File: src/logic/ecti_pkg.sv
// package: port map, field layout and timing constants of the timer and interrupt block
package ecti_pkg;
  // indexes of the sixteen ports, each an aligned apb word at four times the index
  localparam int unsigned NumPorts     = 16;
  localparam logic [3:0]  IdxLatchSrc1 = 4'h3;
  localparam logic [3:0]  IdxLatchSrc3 = 4'h5;
  localparam logic [3:0]  IdxTimeBase  = 4'h9;
  localparam logic [3:0]  IdxDivider   = 4'hA;
  localparam logic [3:0]  IdxPicCmd    = 4'hC;
  localparam logic [3:0]  IdxPicMask   = 4'hD;
  localparam logic [3:0]  IdxStatus    = 4'hE;
  localparam logic [3:0]  IdxVector    = 4'hF;
  // fields
  localparam int unsigned LatchSrcLsb  = 0;
  localparam int unsigned TimeBaseLsb  = 0;
  localparam int unsigned IntSelBit    = 3;
  localparam logic [2:0]  LatchTimer   = 3'h4;
  localparam logic [7:0]  DividerReset = 8'h01;
  // time bases in microseconds and derived cycle counts at 20 mhz
  localparam int unsigned ClkHz        = 20000000;
  localparam int unsigned MsUs         = 1000;
  localparam int unsigned MsCycles     = (MsUs * (ClkHz / 1000000));
  localparam int unsigned PulseUs      = 1;
  localparam int unsigned PulseCycles  = ((PulseUs * ClkHz + 999999) / 1000000) * 2;
  // pic command bits
  localparam int unsigned Icw1Bit      = 4;
  localparam logic [7:0]  PicMaskReset = 8'hFF;

  typedef enum logic [1:0] {
    PIC_IDLE   = 2'b00,
    PIC_ICW2   = 2'b01,
    PIC_ICW4   = 2'b10
  } ecti_pic_st_t;

  typedef struct packed {
    logic        psel;
    logic        penable;
    logic        pwrite;
    logic [5:0]  paddr;
    logic [31:0] pwdata;
  } ecti_apb_req_t;

  typedef struct packed {
    logic [2:0] overflow;
    logic [2:0] index;
    logic       digitalInputZero;
    logic       digitalInputOne;
  } ecti_src_t;
endpackage

File: src/logic/ecti_ms_tick.sv
// millisecond tick and selectable base period divider
`timescale 1ns/10ps
module ecti_ms_tick (
  // clock and reset
  input  wire logic       sys_clk,
  input  wire logic       srst,
  // base selection 0:1ms 1:10ms 2:100ms 3:1000ms
  input  wire logic [1:0] baseSel,
  // one pulse per base period
  output logic            baseTick
);
  typedef struct packed {
    logic [14:0] msCnt;
    logic [9:0]  baseCnt;
    logic        tick;
  } ecti_tick_st_t;

  ecti_tick_st_t st;
  ecti_tick_st_t next_st;

  // base period length in milliseconds
  function automatic logic [9:0] baseLen(input logic [1:0] sel);
    case (sel)
      2'h0:    baseLen = 10'h001;
      2'h1:    baseLen = 10'h00A;
      2'h2:    baseLen = 10'h064;
      default: baseLen = 10'h3E8;
    endcase
  endfunction

  // count system clocks to a ms, then ms to a base period
  always_comb begin
    next_st = st;
    next_st.tick = 1'b0;
    if (st.msCnt == 15'(ecti_pkg::MsCycles - 1)) begin
      next_st.msCnt = 15'h0000;
      if (st.baseCnt >= baseLen(baseSel) - 10'h001) begin
        next_st.baseCnt = 10'h000;
        next_st.tick = 1'b1;
      end else begin
        next_st.baseCnt = st.baseCnt + 10'h001;
      end
    end else begin
      next_st.msCnt = st.msCnt + 15'h0001;
    end
  end

  always_ff @(posedge sys_clk) begin
    if (srst) begin
      st <= '0;
    end else begin
      st <= next_st;
    end
  end

  assign baseTick = st.tick;

  // a tick is always one cycle wide
  tick_single_a: assert property (@(posedge sys_clk) disable iff (srst)
    baseTick |=> !baseTick) else $error("base tick longer than one cycle");
endmodule

File: src/logic/ecti_timer_irq.sv
// timer, source edge shaping and on-card interrupt controller with apb ports
//
// What this block does
// - timer period equals base period times multiplier
// - base period selectable as 1, 10, 100 or 1000 ms
// - multiplier from 1 to 255, giving 1 ms up to 255 s
// - base and multiplier come from ports nine and ten
// - a timer pulse may latch counters and independently raise an interrupt
// - a channel latches on the timer only if its source port selects it
// - nine conditions: three overflows, three indexes, two inputs, timer
// - conditions enter an eight-input controller driving one host line
// - bit three of port nine picks input one or timer for shared input
// - controller registers reached through ports twelve and thirteen
// - the first acknowledge is made on the card without host action
// - reading port fifteen is the second acknowledge and returns the vector
// - sixteen consecutive ports, each an offset from the base
// - timer-source channels latch on each rising timer pulse
// - latch source taken from bits zero to two of its port
`timescale 1ns/10ps
module ecti_timer_irq (
  // clock and reset
  input  wire logic                  sys_clk,
  input  wire logic                  srst,
  // apb slave
  input  wire ecti_pkg::ecti_apb_req_t apbReq,
  output logic [31:0]                prdata,
  output logic                       pready,
  output logic                       pslverr,
  // interrupt conditions from pins and counter logic
  input  wire ecti_pkg::ecti_src_t   srcIn,
  // counter latch strobes and host interrupt
  output logic [2:0]                 timerLatch,
  output logic                       hostIrq
);
  typedef struct packed {
    logic [2:0][2:0]       srcSync0;
    logic [7:0]            pinSync0;
    logic [7:0]            pinSync1;
    logic [7:0]            pinSync2;
    logic [7:0]            pinLevel;
    logic [2:0][2:0]       latchSrc;
    logic [3:0]            timeBase;
    logic [7:0]            divider;
    logic [7:0]            divCnt;
    logic [5:0]            pulseCnt;
    logic [7:0]            lineLast;
    logic [7:0]            irr;
    logic [7:0]            isr;
    logic [7:0]            imr;
    logic [4:0]            vecBase;
    ecti_pkg::ecti_pic_st_t picSt;
    logic [2:0]            latchOut;
    logic                  irq;
    logic [31:0]           rdata;
    logic                  ready;
    logic                  err;
  } ecti_state_t;

  ecti_state_t st;
  ecti_state_t next_st;
  logic        baseTick;
  logic        timerLine;
  logic [7:0]  picLines;
  logic [7:0]  pending;
  logic [2:0]  topIdx;
  logic        access;
  logic [3:0]  portIdx;

  ecti_ms_tick u_tick (
    .sys_clk  (sys_clk),
    .srst     (srst),
    .baseSel  (st.timeBase[1:0]),
    .baseTick (baseTick)
  );

  // lowest set bit wins priority
  function automatic logic [2:0] prioIdx(input logic [7:0] req);
    prioIdx = 3'h0;
    for (int i = 7; i >= 0; i--) begin
      if (req[i]) begin
        prioIdx = 3'(i);
      end
    end
  endfunction

  // port decode, word aligned: sixteen ports only
  assign access  = apbReq.psel && apbReq.penable;
  assign portIdx = apbReq.paddr[5:2];
  assign timerLine = (st.pulseCnt != 6'h00);
  // shared input seven: digital input one or timer
  assign picLines = {st.timeBase[ecti_pkg::IntSelBit] ? timerLine : st.pinLevel[7],
                     st.pinLevel[6:0]};
  assign pending  = st.irr & ~st.imr;
  assign topIdx   = prioIdx(pending);

  always_comb begin
    next_st = st;
    next_st.ready = 1'b0;
    next_st.err = 1'b0;
    next_st.latchOut = 3'h0;
    // three-stage sync of pins; change counts when stages two and three agree
    next_st.pinSync0 = {srcIn.digitalInputOne, srcIn.digitalInputZero, srcIn.index,
                        srcIn.overflow};
    next_st.pinSync1 = st.pinSync0;
    next_st.pinSync2 = st.pinSync1;
    for (int b = 0; b < 8; b++) begin
      if (st.pinSync1[b] == st.pinSync2[b]) begin
        next_st.pinLevel[b] = st.pinSync2[b];
      end
    end
    // multiplier count, restarted after each pulse
    if (baseTick) begin
      if (st.divCnt >= st.divider - 8'h01 || st.divider == 8'h00) begin
        next_st.divCnt = 8'h00;
        next_st.pulseCnt = 6'(ecti_pkg::PulseCycles);
        for (int c = 0; c < 3; c++) begin
          next_st.latchOut[c] = (st.latchSrc[c] == ecti_pkg::LatchTimer);
        end
      end else begin
        next_st.divCnt = st.divCnt + 8'h01;
      end
    end else if (st.pulseCnt != 6'h00) begin
      next_st.pulseCnt = st.pulseCnt - 6'h01;
    end
    // edge-triggered request capture
    next_st.lineLast = picLines;
    next_st.irr = st.irr | (picLines & ~st.lineLast);
    next_st.irq = (pending != 8'h00) && (st.isr == 8'h00);
    // apb access
    if (access && !st.ready) begin
      next_st.ready = 1'b1;
      next_st.rdata = 32'h0000_0000;
      if (apbReq.pwrite) begin
        case (portIdx)
          4'h3, 4'h4, 4'h5: next_st.latchSrc[portIdx - ecti_pkg::IdxLatchSrc1] =
                              apbReq.pwdata[ecti_pkg::LatchSrcLsb +: 3];
          ecti_pkg::IdxTimeBase: next_st.timeBase = apbReq.pwdata[3:0];
          ecti_pkg::IdxDivider: next_st.divider = apbReq.pwdata[7:0];
          ecti_pkg::IdxPicCmd: begin
            if (apbReq.pwdata[ecti_pkg::Icw1Bit]) begin
              next_st.picSt = ecti_pkg::PIC_ICW2;
              next_st.imr = 8'h00;
              // an edge in the init cycle still sets its request
              next_st.irr = picLines & ~st.lineLast;
              next_st.isr = 8'h00;
            end else begin
              next_st.isr = 8'h00; // end of interrupt
            end
          end
          ecti_pkg::IdxPicMask: begin
            case (st.picSt)
              ecti_pkg::PIC_ICW2: begin
                next_st.vecBase = apbReq.pwdata[7:3];
                next_st.picSt = ecti_pkg::PIC_ICW4;
              end
              ecti_pkg::PIC_ICW4: next_st.picSt = ecti_pkg::PIC_IDLE;
              default: next_st.imr = apbReq.pwdata[7:0];
            endcase
          end
          default: next_st.err = (portIdx > ecti_pkg::IdxPicMask);
        endcase
      end else begin
        case (portIdx)
          ecti_pkg::IdxPicCmd: next_st.rdata = {24'h00_0000, st.irr};
          ecti_pkg::IdxPicMask: next_st.rdata = {24'h00_0000, st.imr};
          ecti_pkg::IdxStatus: next_st.rdata = {27'h000_0000, st.pinLevel[7:6],
                                                 st.pinLevel[5:3]};
          ecti_pkg::IdxVector: begin
            // first acknowledge was internal; this read is the second
            next_st.rdata = {24'h00_0000, st.vecBase, topIdx};
            if (pending != 8'h00) begin
              next_st.isr[topIdx] = 1'b1;
              next_st.irr[topIdx] = picLines[topIdx] & ~st.lineLast[topIdx];
            end
          end
          default: next_st.rdata = 32'h0000_0000;
        endcase
      end
    end
  end

  always_ff @(posedge sys_clk) begin
    if (srst) begin
      st <= '0;
      st.imr <= ecti_pkg::PicMaskReset;
      st.divider <= ecti_pkg::DividerReset;
    end else begin
      st <= next_st;
    end
  end

  assign prdata     = st.rdata;
  assign pready     = st.ready;
  assign pslverr    = st.err;
  assign timerLatch = st.latchOut;
  assign hostIrq    = st.irq;

  // timer pulse latches channel 0 on the same cycle if its source port selects the timer
  latch_on_pulse_a: assert property (@(posedge sys_clk) disable iff (srst)
    $rose(timerLine) |-> timerLatch[0] == ($past(st.latchSrc[0]) == ecti_pkg::LatchTimer))
    else $error("latch missed");
  latch_source_a: assert property (@(posedge sys_clk) disable iff (srst)
    timerLatch[1] |-> st.latchSrc[1] == ecti_pkg::LatchTimer) else $error("bad latch");
  pulse_width_a: assert property (@(posedge sys_clk) disable iff (srst)
    $rose(timerLine) |-> timerLine [*8]) else $error("pulse too short");
  edge_capture_a: assert property (@(posedge sys_clk) disable iff (srst)
    (picLines[0] && !st.lineLast[0]) |=> st.irr[0]) else $error("edge lost");
  irq_follow_a: assert property (@(posedge sys_clk) disable iff (srst)
    (pending != 8'h00 && st.isr == 8'h00) |=> hostIrq) else $error("irq missing");
  vector_read_a: assert property (@(posedge sys_clk) disable iff (srst)
    (access && !st.ready && !apbReq.pwrite && portIdx == ecti_pkg::IdxVector)
      |=> pready && prdata[7:3] == st.vecBase) else $error("bad vector");
  apb_answer_a: assert property (@(posedge sys_clk) disable iff (srst)
    (access && !pready) |=> pready) else $error("no answer");
  shared_sel_a: assert property (@(posedge sys_clk) disable iff (srst)
    !st.timeBase[ecti_pkg::IntSelBit] |-> picLines[7] == st.pinLevel[7])
    else $error("shared input");
endmodule

File: config.mk
export PLATFORM = sky130hd
export DESIGN_NAME = ecti_timer_irq
export DESIGN_NICKNAME = d
export VERILOG_FILES = /design/src/logic/ecti_pkg.sv /design/src/logic/ecti_ms_tick.sv /design/src/logic/ecti_timer_irq.sv
export SDC_FILE = /design/constraint.sdc
export NUM_CORES = 1
export LEC_CHECK = 0
export ABC_AREA = 1
export BUFFER_PORTS_ARGS = -buffer_cell sky130_fd_sc_hd__buf_2
export CAP_MARGIN = 40
export CORE_MARGIN = 5
export CORE_UTILIZATION = 45
export CTS_CLUSTER_SIZE = 8
export DETAILED_ROUTE_END_ITERATION = 6
export SLEW_MARGIN = 25
export SYNTH_ARGS = -nofsm -noshare
export SYNTH_HDL_FRONTEND = slang
export SYNTH_SLANG_ARGS = --single-unit
File: constraint.sdc
create_clock -name sys_clk -period 3.12 [get_ports sys_clk]
set_clock_uncertainty 0.05 [all_clocks]
set_input_delay 0.624 -clock sys_clk [delete_from_list [all_inputs] [get_ports sys_clk]]
set_output_delay 0.624 -clock sys_clk [all_outputs]
set_load 0.005 [all_outputs]
Yosys cells after proc, flatten, opt, wreduce, memory -nomap -nowiden --
Cells that the tools add are included.
Word-level totals: bits in registers 146, bits in latches 0, memory bits (writable) 0, ROM bits 0, bits of input ports 51, logic and storage cells 167, memories kept 0
Cells by class: $add $sub $neg 7, multiply operators 0, div/mod/pow operators 0, magnitude comparators 7, eq/ne operators 30, shift operators 0, muxes and demuxes 47, bitwise logic cells 13, reductions and logical operators 31
Operator list (count):
- 16-bit 2-to-1 mux | 4
- 8-bit 2-to-1 mux | 5
- 8-bit one-hot mux with 4 select lines | 1
- 31-bit 2-to-1 mux | 1
- 10-bit one-hot mux with 3 select lines | 1
- 3-bit 2-to-1 mux | 9
- 4-bit == test (second input constant) | 6
- 10-bit 2-to-1 mux | 2
- 6-bit 2-to-1 mux | 3
- 8-bit bitwise AND | 2
- 8-bit zero test | 2
- 8-bit NOT | 2
- 8-bit OR | 2
- 8-bit one-hot mux with 2 select lines | 1
- 15-bit by 1-bit adder with 15-bit output (second input constant) | 1
- 15-bit == test (second input constant) | 1
- 15-bit 2-to-1 mux | 1
- 10-bit by 1-bit adder with 10-bit output (second input constant) | 1
- 10-bit >= comparator | 1
- 5-bit 2-to-1 mux | 2
- 5-bit AND reduction | 2
- 10-bit OR reduction | 1
- 10-bit by 1-bit subtractor with 10-bit output (second input constant) | 1
- 9-bit bitwise mux | 1
- other kinds (41) | 82

Longest topological paths before layout --
Gate-level depths: netlist of run 1.
word-level depth 19, depth in mapped cells 18

Cells and area by module --
Synthesis of run 1 repeated with hierarchy kept, for this count alone.
Second synthesis, totals: cells, all modules 1008, area, all modules 7400.8 sq um
By module, submodules not included:
- ecti_timer_irq | instances 1, cells each 760, area an instance 5715.5 sq um
- ecti_ms_tick | instances 1, cells each 248, area an instance 1685.4 sq um

Worst setup path before layout of run 1 --
Ideal clock, no wire load.
kind flip-flop to flip-flop, from register st[93] (netlist bit), to register st[79] (netlist bit), library setup time 0.078 ns, data arrival time 2.059 ns, required time 2.992 ns, slack 0.933 ns, cell stages (with the launch flop) 15, buffers on the path 0, period minus slack after synthesis 2.187 ns, path through dfxtp_1 > nor2_1 > nand4_1 > nor3_1 > xor2_1 > ha_1 > a21oi_1 > o21a_1 > nand4_1 > nand2_1 > inv_1 > nor2_1 > inv_1 > and3_1 > nor3_1
Between the ends: longest elaborated chain between the ends 5, elaborated cells on any way between the ends 6, those cells by class add/sub (1); order compare (1); eq/ne (1); reduce/logical (3)
Ends and longest elaborated chain:
- start, declared | line ecti_timer_irq.sv:59 | ecti_state_t st;
- start signal, assigned | line ecti_timer_irq.sv:188 | st <= next_st;
- 8-bit by 1-bit subtractor with 8-bit output | line ecti_timer_irq.sv:113 | if (st.divCnt >= st.divider - 8'h01 || st.divider == 8'h00) begin
- 8-bit >= comparator | line ecti_timer_irq.sv:113
- 1-bit logical OR * | line ecti_timer_irq.sv:113
- 2-bit inequality test (no source line) *
- 2-bit AND reduction (no source line) *
Mark *: on every way between the ends. The rest lies on a longest branch, timed or not. A chain may end at the register's enable or synchronous reset.

Worst setup path after layout of run 1 --
Same ends and word-level chain as after synthesis.

==> results of run 1 <==
-- where the power goes --
group          internal (mW)  switching [mW]
combinational          0.141           0.249
sequential              1.91          0.0424
clock                   1.13           0.728
total                   3.18            1.02
-- metrics by stage --
step                      area (um^2)  power (mW)
after floorplan                  7244       2.301
after global placement           7423       2.378
after detailed placement         7423       2.383
after CTS                        7966       4.253
after global routing             7966       4.401
final                            7966       4.202
-- worst max path at each step --
stage               endpoint        from  depth (start not counted)
floorplan             st[79]      st[93]                         14
global placement      st[61]  apbReq[36]                         10
detailed placement    st[66]  apbReq[36]                         10
CTS                   st[79]      st[93]                         14
global route          st[78]      st[93]                         15
finish                st[79]      st[93]                         14
-- worst max-delay path, delay by kind of cell (launching register included) --
kind / cells / cell delay (ns)
buf+inv: 2 / 0.15
fa+ha+maj: 1 / 0.25
simple gates: 8 / 1.13
flops: 1 / 0.35
xor+xnor: 1 / 0.17
compound gates: 2 / 0.30
-- cell type report --
| type | count | area, um^2 | area share [%] |
|---|---|---|---|
| Tap cell | 216 | 270.3 | 3.392 |
| Clock inverter | 5 | 27.53 | 0.3455 |
| Clock buffer | 25 | 515.5 | 6.471 |
| Inverter | 151 | 576.8 | 7.240 |
| Timing Repair Buffer | 47 | 257.7 | 3.235 |
| Sequential cell | 145 | 2903 | 36.44 |
| Multi-Input combinational cell | 646 | 3416 | 42.88 |
-- flip-flops by register name (all words and copies together) (netlist names) --
name / count
hostIrq: 1
next_st: 23
prdata: 8
pready: 1
pslverr: 1
st: 82
timerLatch: 3
u_tick.baseTick: 1
u_tick.st: 25
-- kinds of logic after synthesis --
family | synth area share [%]
compound gates | 14.05
xor+xnor | 1.958
fa+ha+maj | 4.719
buf+inv | 12.93
flops | 40.55
other cells | 0.1049
simple gates | 25.68
-- cell usage in the layout, fill, tap and decap left out, types with 7 or more instances in the layout --
master     netlist  routed
dfxtp_1        145     145
xor2_1          12      12
o21ai_0         61      61
nor4_1          15      15
ha_1            27      27
o211ai_1         7       7
a31oi_1         18      18
nand2_1        140     140
buf_2            3      38
nand2_2          8       8
conb_1           2      25
a21oi_1         67      67
inv_1          139     139
a21oi_2          7       7
clkbuf_16        0      17
buf_4           36       9
inv_2            8       8
nand4_1         12      12
nor3_1          16      16
nor2_1         142     142
nand3_1         33      33
-- metal layers --
metal / track usage, % / vias up / wire, um
met2: 27.13 / 127 / 6918
li1: - / 3158 / -
met1: 24.67 / 2661 / 7985
met3: 3.812 / 23 / 675
met4: 6.327 / 0 / 287
met5: 0 / - / 0
==> key figures, run 1 <==
Timing
  • WHS: 0.3496 ns
  • Final WS setup: 0.6468 ns
  • Slew Limit Headroom: 59.89%
  • TNS Setup: 0 ns
  • Fin crit share: 79.27%
  • Slew Limit Fails: 0
  • Final setup fails: 0
  • RSZ-0062 raised after global routing: false
  • Final Hold Fails: 0
  • Maximum clock frequency: 404.3 MHz
  • Worst-Margin Slew: 0.5976 ns
  • Post-route minimum period: 2.473 ns

Logic synthesis
  • Commonest cells post-synth: 145 x dfxtp_1, 142 x nor2_1, 140 x nand2_1, 139 x inv_1, 67 x a21oi_1
  • Synth top area cells: dfxtp_1 41%, nor2_1 7.4%, nand2_1 7.3%, inv_1 7.3%, ha_1 4.7%
  • Register area share after synthesis: 40.55%
  • Synth area leader: dfxtp_1
  • Mapped Area: 7158 um^2
  • EDFF count, synth: 0
  • Mapped Cells: 973
  • Ys flop type: dfxtp_1
  • Cell variety after synth: 47
  • FF+latch count, synth: 145
  • Avg Cell Area, Syn: 7.357 um^2
  • Post-synth top area share: 40.55%
  • Async S/R FF share, synth: 0%
  • Ys Warns: 0
  • Most frequent cell after synthesis: dfxtp_1

Pwr
  • Peak VDD IR: 0.3849 mV
  • Power density cells: 527.5 nW/um^2
  • Leak Pwr: 3.330 nW

Place
  • Cells after DPL: 1205
  • DP HPWL: 11580 um
  • Port Buf Inserts: 38
  • Gpl congestion: 0.8439
  • Place WS: 0.6190 ns

CTS
  • Number of buffers created by CTS: 17
  • Num Clock Sinks: 145
  • CTS root buf: clkbuf_16
  • Post-CTS Hold Fix Bufs: 0
  • TritonCTS clock tree: built
  • Worst skew pair latency: 0.41 ns
  • Max Buffers Root-to-Sink: 2
  • Post_cts resized: 0
  • Postcts setup bufs: 0
  • # H-tree levels: 4
  • Reg clk slew, reported paths: 0.06 ns

Worst hold path
  • Worst hold path stage count: 2
  • Hold endpoint: next_st[120]
  • HP Class: reg -> reg
  • Hold_sp: next_st[128]

Floorplanning
  • Rows: 46
  • Initial Util: 45.39%
  • Chip width: 136.1 um
  • Number of I/O pins: 89
  • Die ar.: 18530 um^2
  • Die Y: 136.1 um
  • CORE AREA: 15770 um^2

Global route
  • Antenna violations before repair: 0
  • Pin count of the biggest net entering global routing: 51
  • First-pass GRT wire length: 26360 um
  • Vias in the first global route: 5429
  • Grt total ovfl: 0
  • Gr usage total: 17.73%

Cells and area
  • Final Non-Filler Cells: 1235
  • FILL cells: 1624
  • Fin nets: 1086
  • Antenna cells: 0
  • Post-layout util: 50.52%
  • Syn-to-layout area delta: 11.29%
  • Share of cells above drive strength 1: 12.76%

Routing
  • DRC errors left: 0
  • Wire length per cell: 12.85 um
  • Post-detailed-routing wire length: 15870 um
  • Total vias in the final route: 5969
  • ANT nets after route: 0
  • Vias per cell: 4.833
  • First-pass DRT Iterations: 7
  • Iter 0 DRT Violations: 369

Setup path
  • Crit end category: register
  • FF-to-FF Start: st[93]
  • Worst R2R End: st[79]
  • Slowest stage cell, crit path: dfxtp_1
  • Delay of the slowest critical-path stage: 0.35 ns
  • CP Launch Type: register
  • Max FO, Critical Path: 5
  • Crit path DAT: 2.76 ns
  • Critical path type: reg -> reg
  • Worst R2R Path Depth: 14
  • Reg2Reg Setup Slack: 0.65 ns
  • Crit-path cells: nor2_1, nand4_1, nor3_1, xor2_1, ha_1, a21oi_1, o21a_1, nand4_1, nand2_1, inv_1, nor2_1, inv_1, and3_1, nor3_1
  • Req. time, crit path: 3.40 ns

Job
  • Max-Cap Viols: 0

Outcome
  • Status: finished clean
(Power assumes the default switching activity.)
==> run 2, diff against run 1 <==
Clock period 3.12 ns to 2.4 ns, I/O delays scaled along.
==> key figures, run 2 (synthesis results as in run 1) <==
Timing
  • Fin crit share: 98.20% (+19 points)
  • Final setup fails: 0 (unchanged)
  • Slew Limit Headroom: 60.98% (+1.1 points)
  • Slew Limit Fails: 0 (unchanged)
  • Final Hold Fails: 0 (unchanged)
  • Worst-Margin Slew: 0.5815 ns (-0.01618 ns)
  • Post-route minimum period: 2.357 ns (-0.1163 ns)
  • Maximum clock frequency: 424.3 MHz (+4.9%)
  • RSZ-0062 raised after global routing: true

Setup path
  • Worst setup path startpoint: st[93]
  • Critical path type: reg -> reg
  • CP Capture Point: st[79]
  • Crit path DAT: 2.66 ns (-0.10 ns)
  • Req. time, crit path: 2.70 ns (-0.70 ns)
  • Crit end category: register
  • FF-to-FF Start: st[93]
  • Worst R2R Path Depth: 14 (unchanged)
  • Reg2Reg Setup Slack: 0.04 ns (-0.60 ns)
  • Max FO, Critical Path: 4 (-1)
  • Worst R2R End: st[79]
  • CP Launch Type: register

Job
  • Max-Cap Viols: 0 (unchanged)

Cells and area
  • Syn-to-layout area delta: 15.49%
  • Fin nets: 1105 (+1.7%)
  • Share of cells above drive strength 1: 16.73% (+4.0 points)
  • Commonest non-fill, non-tap cell in the layout: dfxtp_1
  • Antenna cells: 0 (unchanged)
  • Commonest cells after routing, fill and taps aside: 142 x dfxtp_1, 139 x nor2_1, 138 x nand2_1
  • FILL cells: 1591 (-2.0%)
  • Post-layout util: 52.42% (+1.9 points)
  • Max reg flops: 82 (unchanged)
  • Post-route cell area: 8267 um^2 (+3.8%)
  • Final Non-Filler Cells: 1256 (+1.7%)
  • Reg with most FFs: st

Floorplanning
  • Die Y: 136.1 um (unchanged)
  • Chip width: 136.1 um (unchanged)
  • Initial Util: 45.39% (unchanged)
  • CORE AREA: 15770 um^2 (unchanged)
  • Rows: 46 (unchanged)
  • Die ar.: 18530 um^2 (unchanged)
  • Number of I/O pins: 89 (unchanged)

Outcome
  • Status: finished clean

Pwr
  • Peak VDD IR: 0.5441 mV (+41%)
  • Total power: 5.767 mW (+37%)
  • Power density cells: 697.7 nW/um^2 (+32%)
  • Leak Pwr: 3.472 nW (+4.3%)

Worst hold path
  • HP Class: in -> reg

Global route
  • Gr usage total: 18.05% (+0.32 points)
  • First-pass GRT wire length: 26790 um (+1.6%)
  • Antenna violations before repair: 0 (unchanged)
  • Vias in the first global route: 5604 (+3.2%)
  • Pin count of the biggest net entering global routing: 40 (-22%)
  • Grt total ovfl: 0 (unchanged)

CTS
  • Number of buffers created by CTS: 17 (unchanged)
  • CTS root buf: clkbuf_16
  • Num Clock Sinks: 145 (unchanged)
  • Post-CTS Hold Fix Bufs: 0 (unchanged)
  • Max Buffers Root-to-Sink: 2 (unchanged)
  • Worst skew pair latency: 0.42 ns (about the same)
  • TritonCTS clock tree: built
  • Reg clk slew, reported paths: 0.06 ns (about the same)
  • # H-tree levels: 4 (unchanged)

Routing
  • Wire length per cell: 12.98 um (+1.0%)
  • Iter 0 DRT Violations: 422 (+14%)
  • ANT nets after route: 0 (unchanged)
  • Post-detailed-routing wire length: 16300 um (+2.7%)
  • Total vias in the final route: 6100 (+2.2%)
  • Vias per cell: 4.857 (+0.49%)
  • DRC errors left: 0 (unchanged)
  • First-pass DRT Iterations: 5 (-2)

Place
  • Cells after DPL: 1217 (+1.0%)
  • Gpl congestion: 0.8616 (+2.1%)
  • Post-DP Area: 7513 um^2 (+1.2%)
  • DP HPWL: 11740 um (+1.4%)
  • Port Buf Inserts: 38 (unchanged)
## run 2: power breakdown
group / total [mW] / switching (mW) / internal, mW / leakage (nW)
Combinational: 0.563 / 0.353 / 0.211 / 2.00
Sequential: 2.54 / 0.0546 / 2.48 / 1.18
Clock: 2.67 / 1.03 / 1.63 / 0.290
Total: 5.77 / 1.44 / 4.32 / 3.47
## run 2: what timing repair did
action                     in CTS  in global routing
gates resized for setup         4                 25
setup endpoints to repair       2                 22
hold endpoints to repair        0                  0
gates cloned                    0                  0
pin swaps                       6                 14
setup buffers                   3                  4
## run 2: final cells by class
type                       instances  area [um^2]  area share, %
inverter                         151        576.8          6.977
sequential                       145         2912          35.22
timing repair buffer              66        400.4          4.843
clock inverter                    14        165.2          1.998
clock buffer                      18        429.2          5.191
multi-input combinational        646         3513          42.50
tap                              216        270.3          3.269
## run 2: worst min path at each step
stage                      start            to  slack (ns)  cells past startpoint
finish                  srcIn[2]  next_st[131]        0.21                      3
global route            srcIn[2]  next_st[131]        0.20                      3
CTS                     srcIn[1]  next_st[134]        0.19                      3
detailed placement  next_st[128]  next_st[120]        0.34                      2
global placement    next_st[128]  next_st[120]        0.34                      2
floorplan           next_st[128]  next_st[120]        0.34                      2
## run 2: metal layers
layer	vias up	global-route usage [%]	wire length, um
met5	-	0	0
met4	0	5.263	235
met1	2737	24.83	7963
met3	19	4.256	879
met2	143	28.26	7224
li1	3201	-	-
## run 2: through the flow
stage / TNS (ns) / hold WS, ns / setup WS [ns]
after floorplan: 0 / 0.3383 / 0.2129
after global placement: -0.01654 / 0.3415 / -0.01654
after detailed placement: -0.1124 / 0.3446 / -0.07271
after CTS: 0 / 0.1936 / 0.002107
after global routing: -0.6365 / 0.2018 / -0.1591
final: 0 / 0.2080 / 0.04313
## run 2: worst max-delay path, cell delays in order, from the launching register on
cell and delay, ns:
dfxtp_4 0.36, nor2_4 0.10, nand4_1 0.14, nor3_2 0.16
xor2_1 0.18, ha_1 0.28, a21oi_2 0.15, o21a_1 0.13
nand4_1 0.12, nand2_1 0.12, inv_2 0.06, nor2_4 0.11
inv_2 0.06, and3_4 0.14, nor3_2 0.12
==> run 3, diff against run 2 <==
Settings changed: CAP_MARGIN 40 to 20, CORE_UTILIZATION 45 to 30.
==> key figures, run 3 (synthesis results as in run 1) <==
Timing
  • Final WS setup: -0.01641 ns (-0.05954 ns)
  • Post-route minimum period: 2.416 ns (+0.05954 ns)
  • Final Hold Fails: 0 (unchanged)
  • RSZ-0062 raised after global routing: true
  • Fin crit share: 100.7% (+2.5 points)
  • Slew Limit Headroom: 58.55% (-2.4 points)
  • Final setup fails: 1 (+1)
  • Worst-Margin Slew: 0.6176 ns (+0.03611 ns)
  • Slew Limit Fails: 0 (unchanged)
  • Maximum clock frequency: 413.8 MHz (-2.5%)
  • WHS: 0.2111 ns (+0.003083 ns)

Setup path
  • Crit end category: register
  • Critical path buffer and inverter count: 2 (unchanged)
  • CP Launch Type: register
  • Top cell family by delay on the critical path: simple AND/OR/NAND/NOR gates
  • Slowest stage cell, crit path: dfxtp_4
  • Worst R2R End: st[79]
  • Worst R2R Path Depth: 14 (unchanged)
  • Reg2Reg Setup Slack: -0.02 ns (-0.06 ns)
  • Critical path type: reg -> reg
  • Delay of the slowest critical-path stage: 0.36 ns (about the same)
  • Max FO, Critical Path: 4 (unchanged)
  • FF-to-FF Start: st[94]
  • Crit path DAT: 2.72 ns (+0.06 ns)
  • Crit-path cells: nor2_4, nand4_1, nor3_2, xor2_1, ha_1, a21oi_2, o21a_1, nand4_1, nand2_1, inv_2, nor2_4, inv_2, and3_4, nor3_2
  • Req. time, crit path: 2.70 ns (about the same)

Cells and area
  • Post-layout util: 36.12% (-16 points)
  • Max reg flops: 82 (unchanged)
  • Fin nets: 1102 (-0.27%)
  • Syn-to-layout area delta: 18.44%
  • Antenna cells: 0 (unchanged)
  • Commonest cells after routing, fill and taps aside: 143 x dfxtp_1, 139 x nor2_1, 138 x nand2_1
  • Share of cells above drive strength 1: 16.49% (-0.24 points)
  • Post-route cell area: 8478 um^2 (+2.6%)
  • Commonest non-fill, non-tap cell in the layout: dfxtp_1
  • Reg with most FFs: st
  • Final Non-Filler Cells: 1356 (+8.0%)

Worst hold path
  • HP Class: in -> reg
  • Hold_sp: srcIn[4]
  • Hold endpoint: next_st[133]
  • Worst hold path stage count: 3 (unchanged)

Pwr
  • Clock Power Share: 49.3% (+3.1 points)
  • Peak VDD IR: 0.4546 mV (-16%)
  • Logic gate share of total power: 10.1% (+0.3 points)
  • Reg power frac: 40.6% (-3.4 points)
  • Power density cells: 740.1 nW/um^2 (+6.1%)
  • Leak Pwr: 3.492 nW (+0.56%)
  • Switch share: 23.67% (-1.3 points)
  • Internal power: 4.789 mW (+11%)
  • Net switching power: 1.486 mW (+3.0%)

Global route
  • Grt total ovfl: 0 (unchanged)
  • Antenna violations before repair: 1 (+1)
  • Gr usage total: 12.55% (-5.5 points)
  • First-pass GRT wire length: 27540 um (+2.8%)
  • Pin count of the biggest net entering global routing: 40 (unchanged)
  • GRT busiest layer: met2
  • Vias in the first global route: 5734 (+2.3%)
  • GR Util met2: 19.18% (-9.1 points)
  • Met3 Use GR: 3.444% (-0.81 points)
  • Met1 GRT Util: 17.40% (-7.4 points)

CTS
  • Reg clk slew, reported paths: 0.06 ns (about the same)
  • TritonCTS clock tree: built
  • Num Clock Sinks: 145 (unchanged)
  • Worst skew pair latency: 0.43 ns (about the same)
  • Max Buffers Root-to-Sink: 2 (unchanged)
  • CTS root buf: clkbuf_16
  • Post-CTS Hold Fix Bufs: 0 (unchanged)
  • Number of buffers created by CTS: 17 (unchanged)
  • # H-tree levels: 4 (unchanged)

Routing
  • Post-detailed-routing wire length: 16700 um (+2.5%)
  • Wire length per cell: 12.32 um (-5.1%)
  • ANT nets after route: 0 (unchanged)
  • Vias per cell: 4.483 (-7.7%)
  • DRC errors left: 0 (unchanged)
  • Iter 0 DRT Violations: 370 (-12%)
  • First-pass DRT Iterations: 5 (unchanged)
  • Total vias in the final route: 6079 (-0.34%)

Floorplanning
  • CORE AREA: 23470 um^2 (+49%)
  • Rows: 56 (+22%)
  • Die ar.: 27050 um^2 (+46%)
  • Number of I/O pins: 89 (unchanged)
  • Die Y: 164.5 um (+21%)
  • Initial Util: 30.50% (-15 points)
  • Chip width: 164.5 um (+21%)

Place
  • Place WS: -0.01191 ns (+0.06080 ns)
  • Gpl congestion: 0.8519 (-1.1%)
  • Port Buf Inserts: 38 (unchanged)
  • Post-DP Area: 7670 um^2 (+2.1%)
  • Cells after DPL: 1322 (+8.6%)
  • DP HPWL: 12160 um (+3.6%)

Outcome
  • Status: finished with violations
  • Failing checks: setup timing

Job
  • Max-Cap Viols: 0 (unchanged)
run 3: cell count changes in the layout (fill, tap and decap cells not counted), sizes merged:
cell,delta
buf,-3
inv,-1
bufinv,+4
clkinv,-3
run 3: power groups by stage:
stage               Sequential (mW)  Clock, mW  Combinational, mW
floorplan                      2.58          0              0.413
global placement               2.59          0              0.529
detailed placement             2.59          0              0.536
CTS                            2.54       3.16              0.545
global route                   2.55       3.27              0.720
finish                         2.54       3.10              0.635
run 3: per-stage QoR:
step / power [mW] / setup TNS [ns]
6_report: 6.275 / -0.01641
5_1_grt: 6.548 / -1.909
4_1_cts: 6.246 / 0
3_5_place_dp: 3.127 / -0.01191
3_3_place_gp: 3.120 / 0
2_1_floorplan: 2.991 / 0
run 3: final cells by class:
class,instances,area (um^2)
Clock inverter,14,261.5
Fill cell,2451,14990
Inverter,151,576.8
Clock buffer,18,429.2
Tap cell,319,399.1
Sequential cell,145,2908
Timing Repair Buffer,63,390.4
Multi-Input combinational cell,646,3513
run 3: worst max-delay path by stage:
stage	slack, ns	cells past startpoint	startpoint	end
floorplan	0.21	14	st[93]	st[79]
global route	-0.23	14	st[94]	st[79]
CTS	0.003	15	st[93]	st[79]
finish	-0.02	14	st[94]	st[79]
detailed placement	-0.01	14	st[93]	st[79]
global placement	0.03	15	st[93]	st[79]
run 3: per-layer routing:
layer  wire [um]  part of all wire [%]  up-vias
li1            -                     -     3184
met1        8309                    50     2738
met3         891                   5.3       22
met2        7247                    43      133
met5          11                 0.066        -
met4         244                   1.5        2
run 3: what timing repair did:
action,in CTS,in global routing
pin swaps,1,12
buffers inserted,0,2
resized for setup,4,23
endpoints found under the setup margin,2,24
run 3: worst reg2reg max path, cell delays in order, from the launching register on:
cell and delay (ns):
dfxtp_4 0.36, nor2_4 0.11, nand4_1 0.13, nor3_2 0.20, xor2_1 0.17, ha_1 0.28
a21oi_2 0.13, o21a_1 0.12, nand4_1 0.11, nand2_1 0.13, inv_2 0.06, nor2_4 0.12
inv_2 0.07, and3_4 0.15, nor3_2 0.14
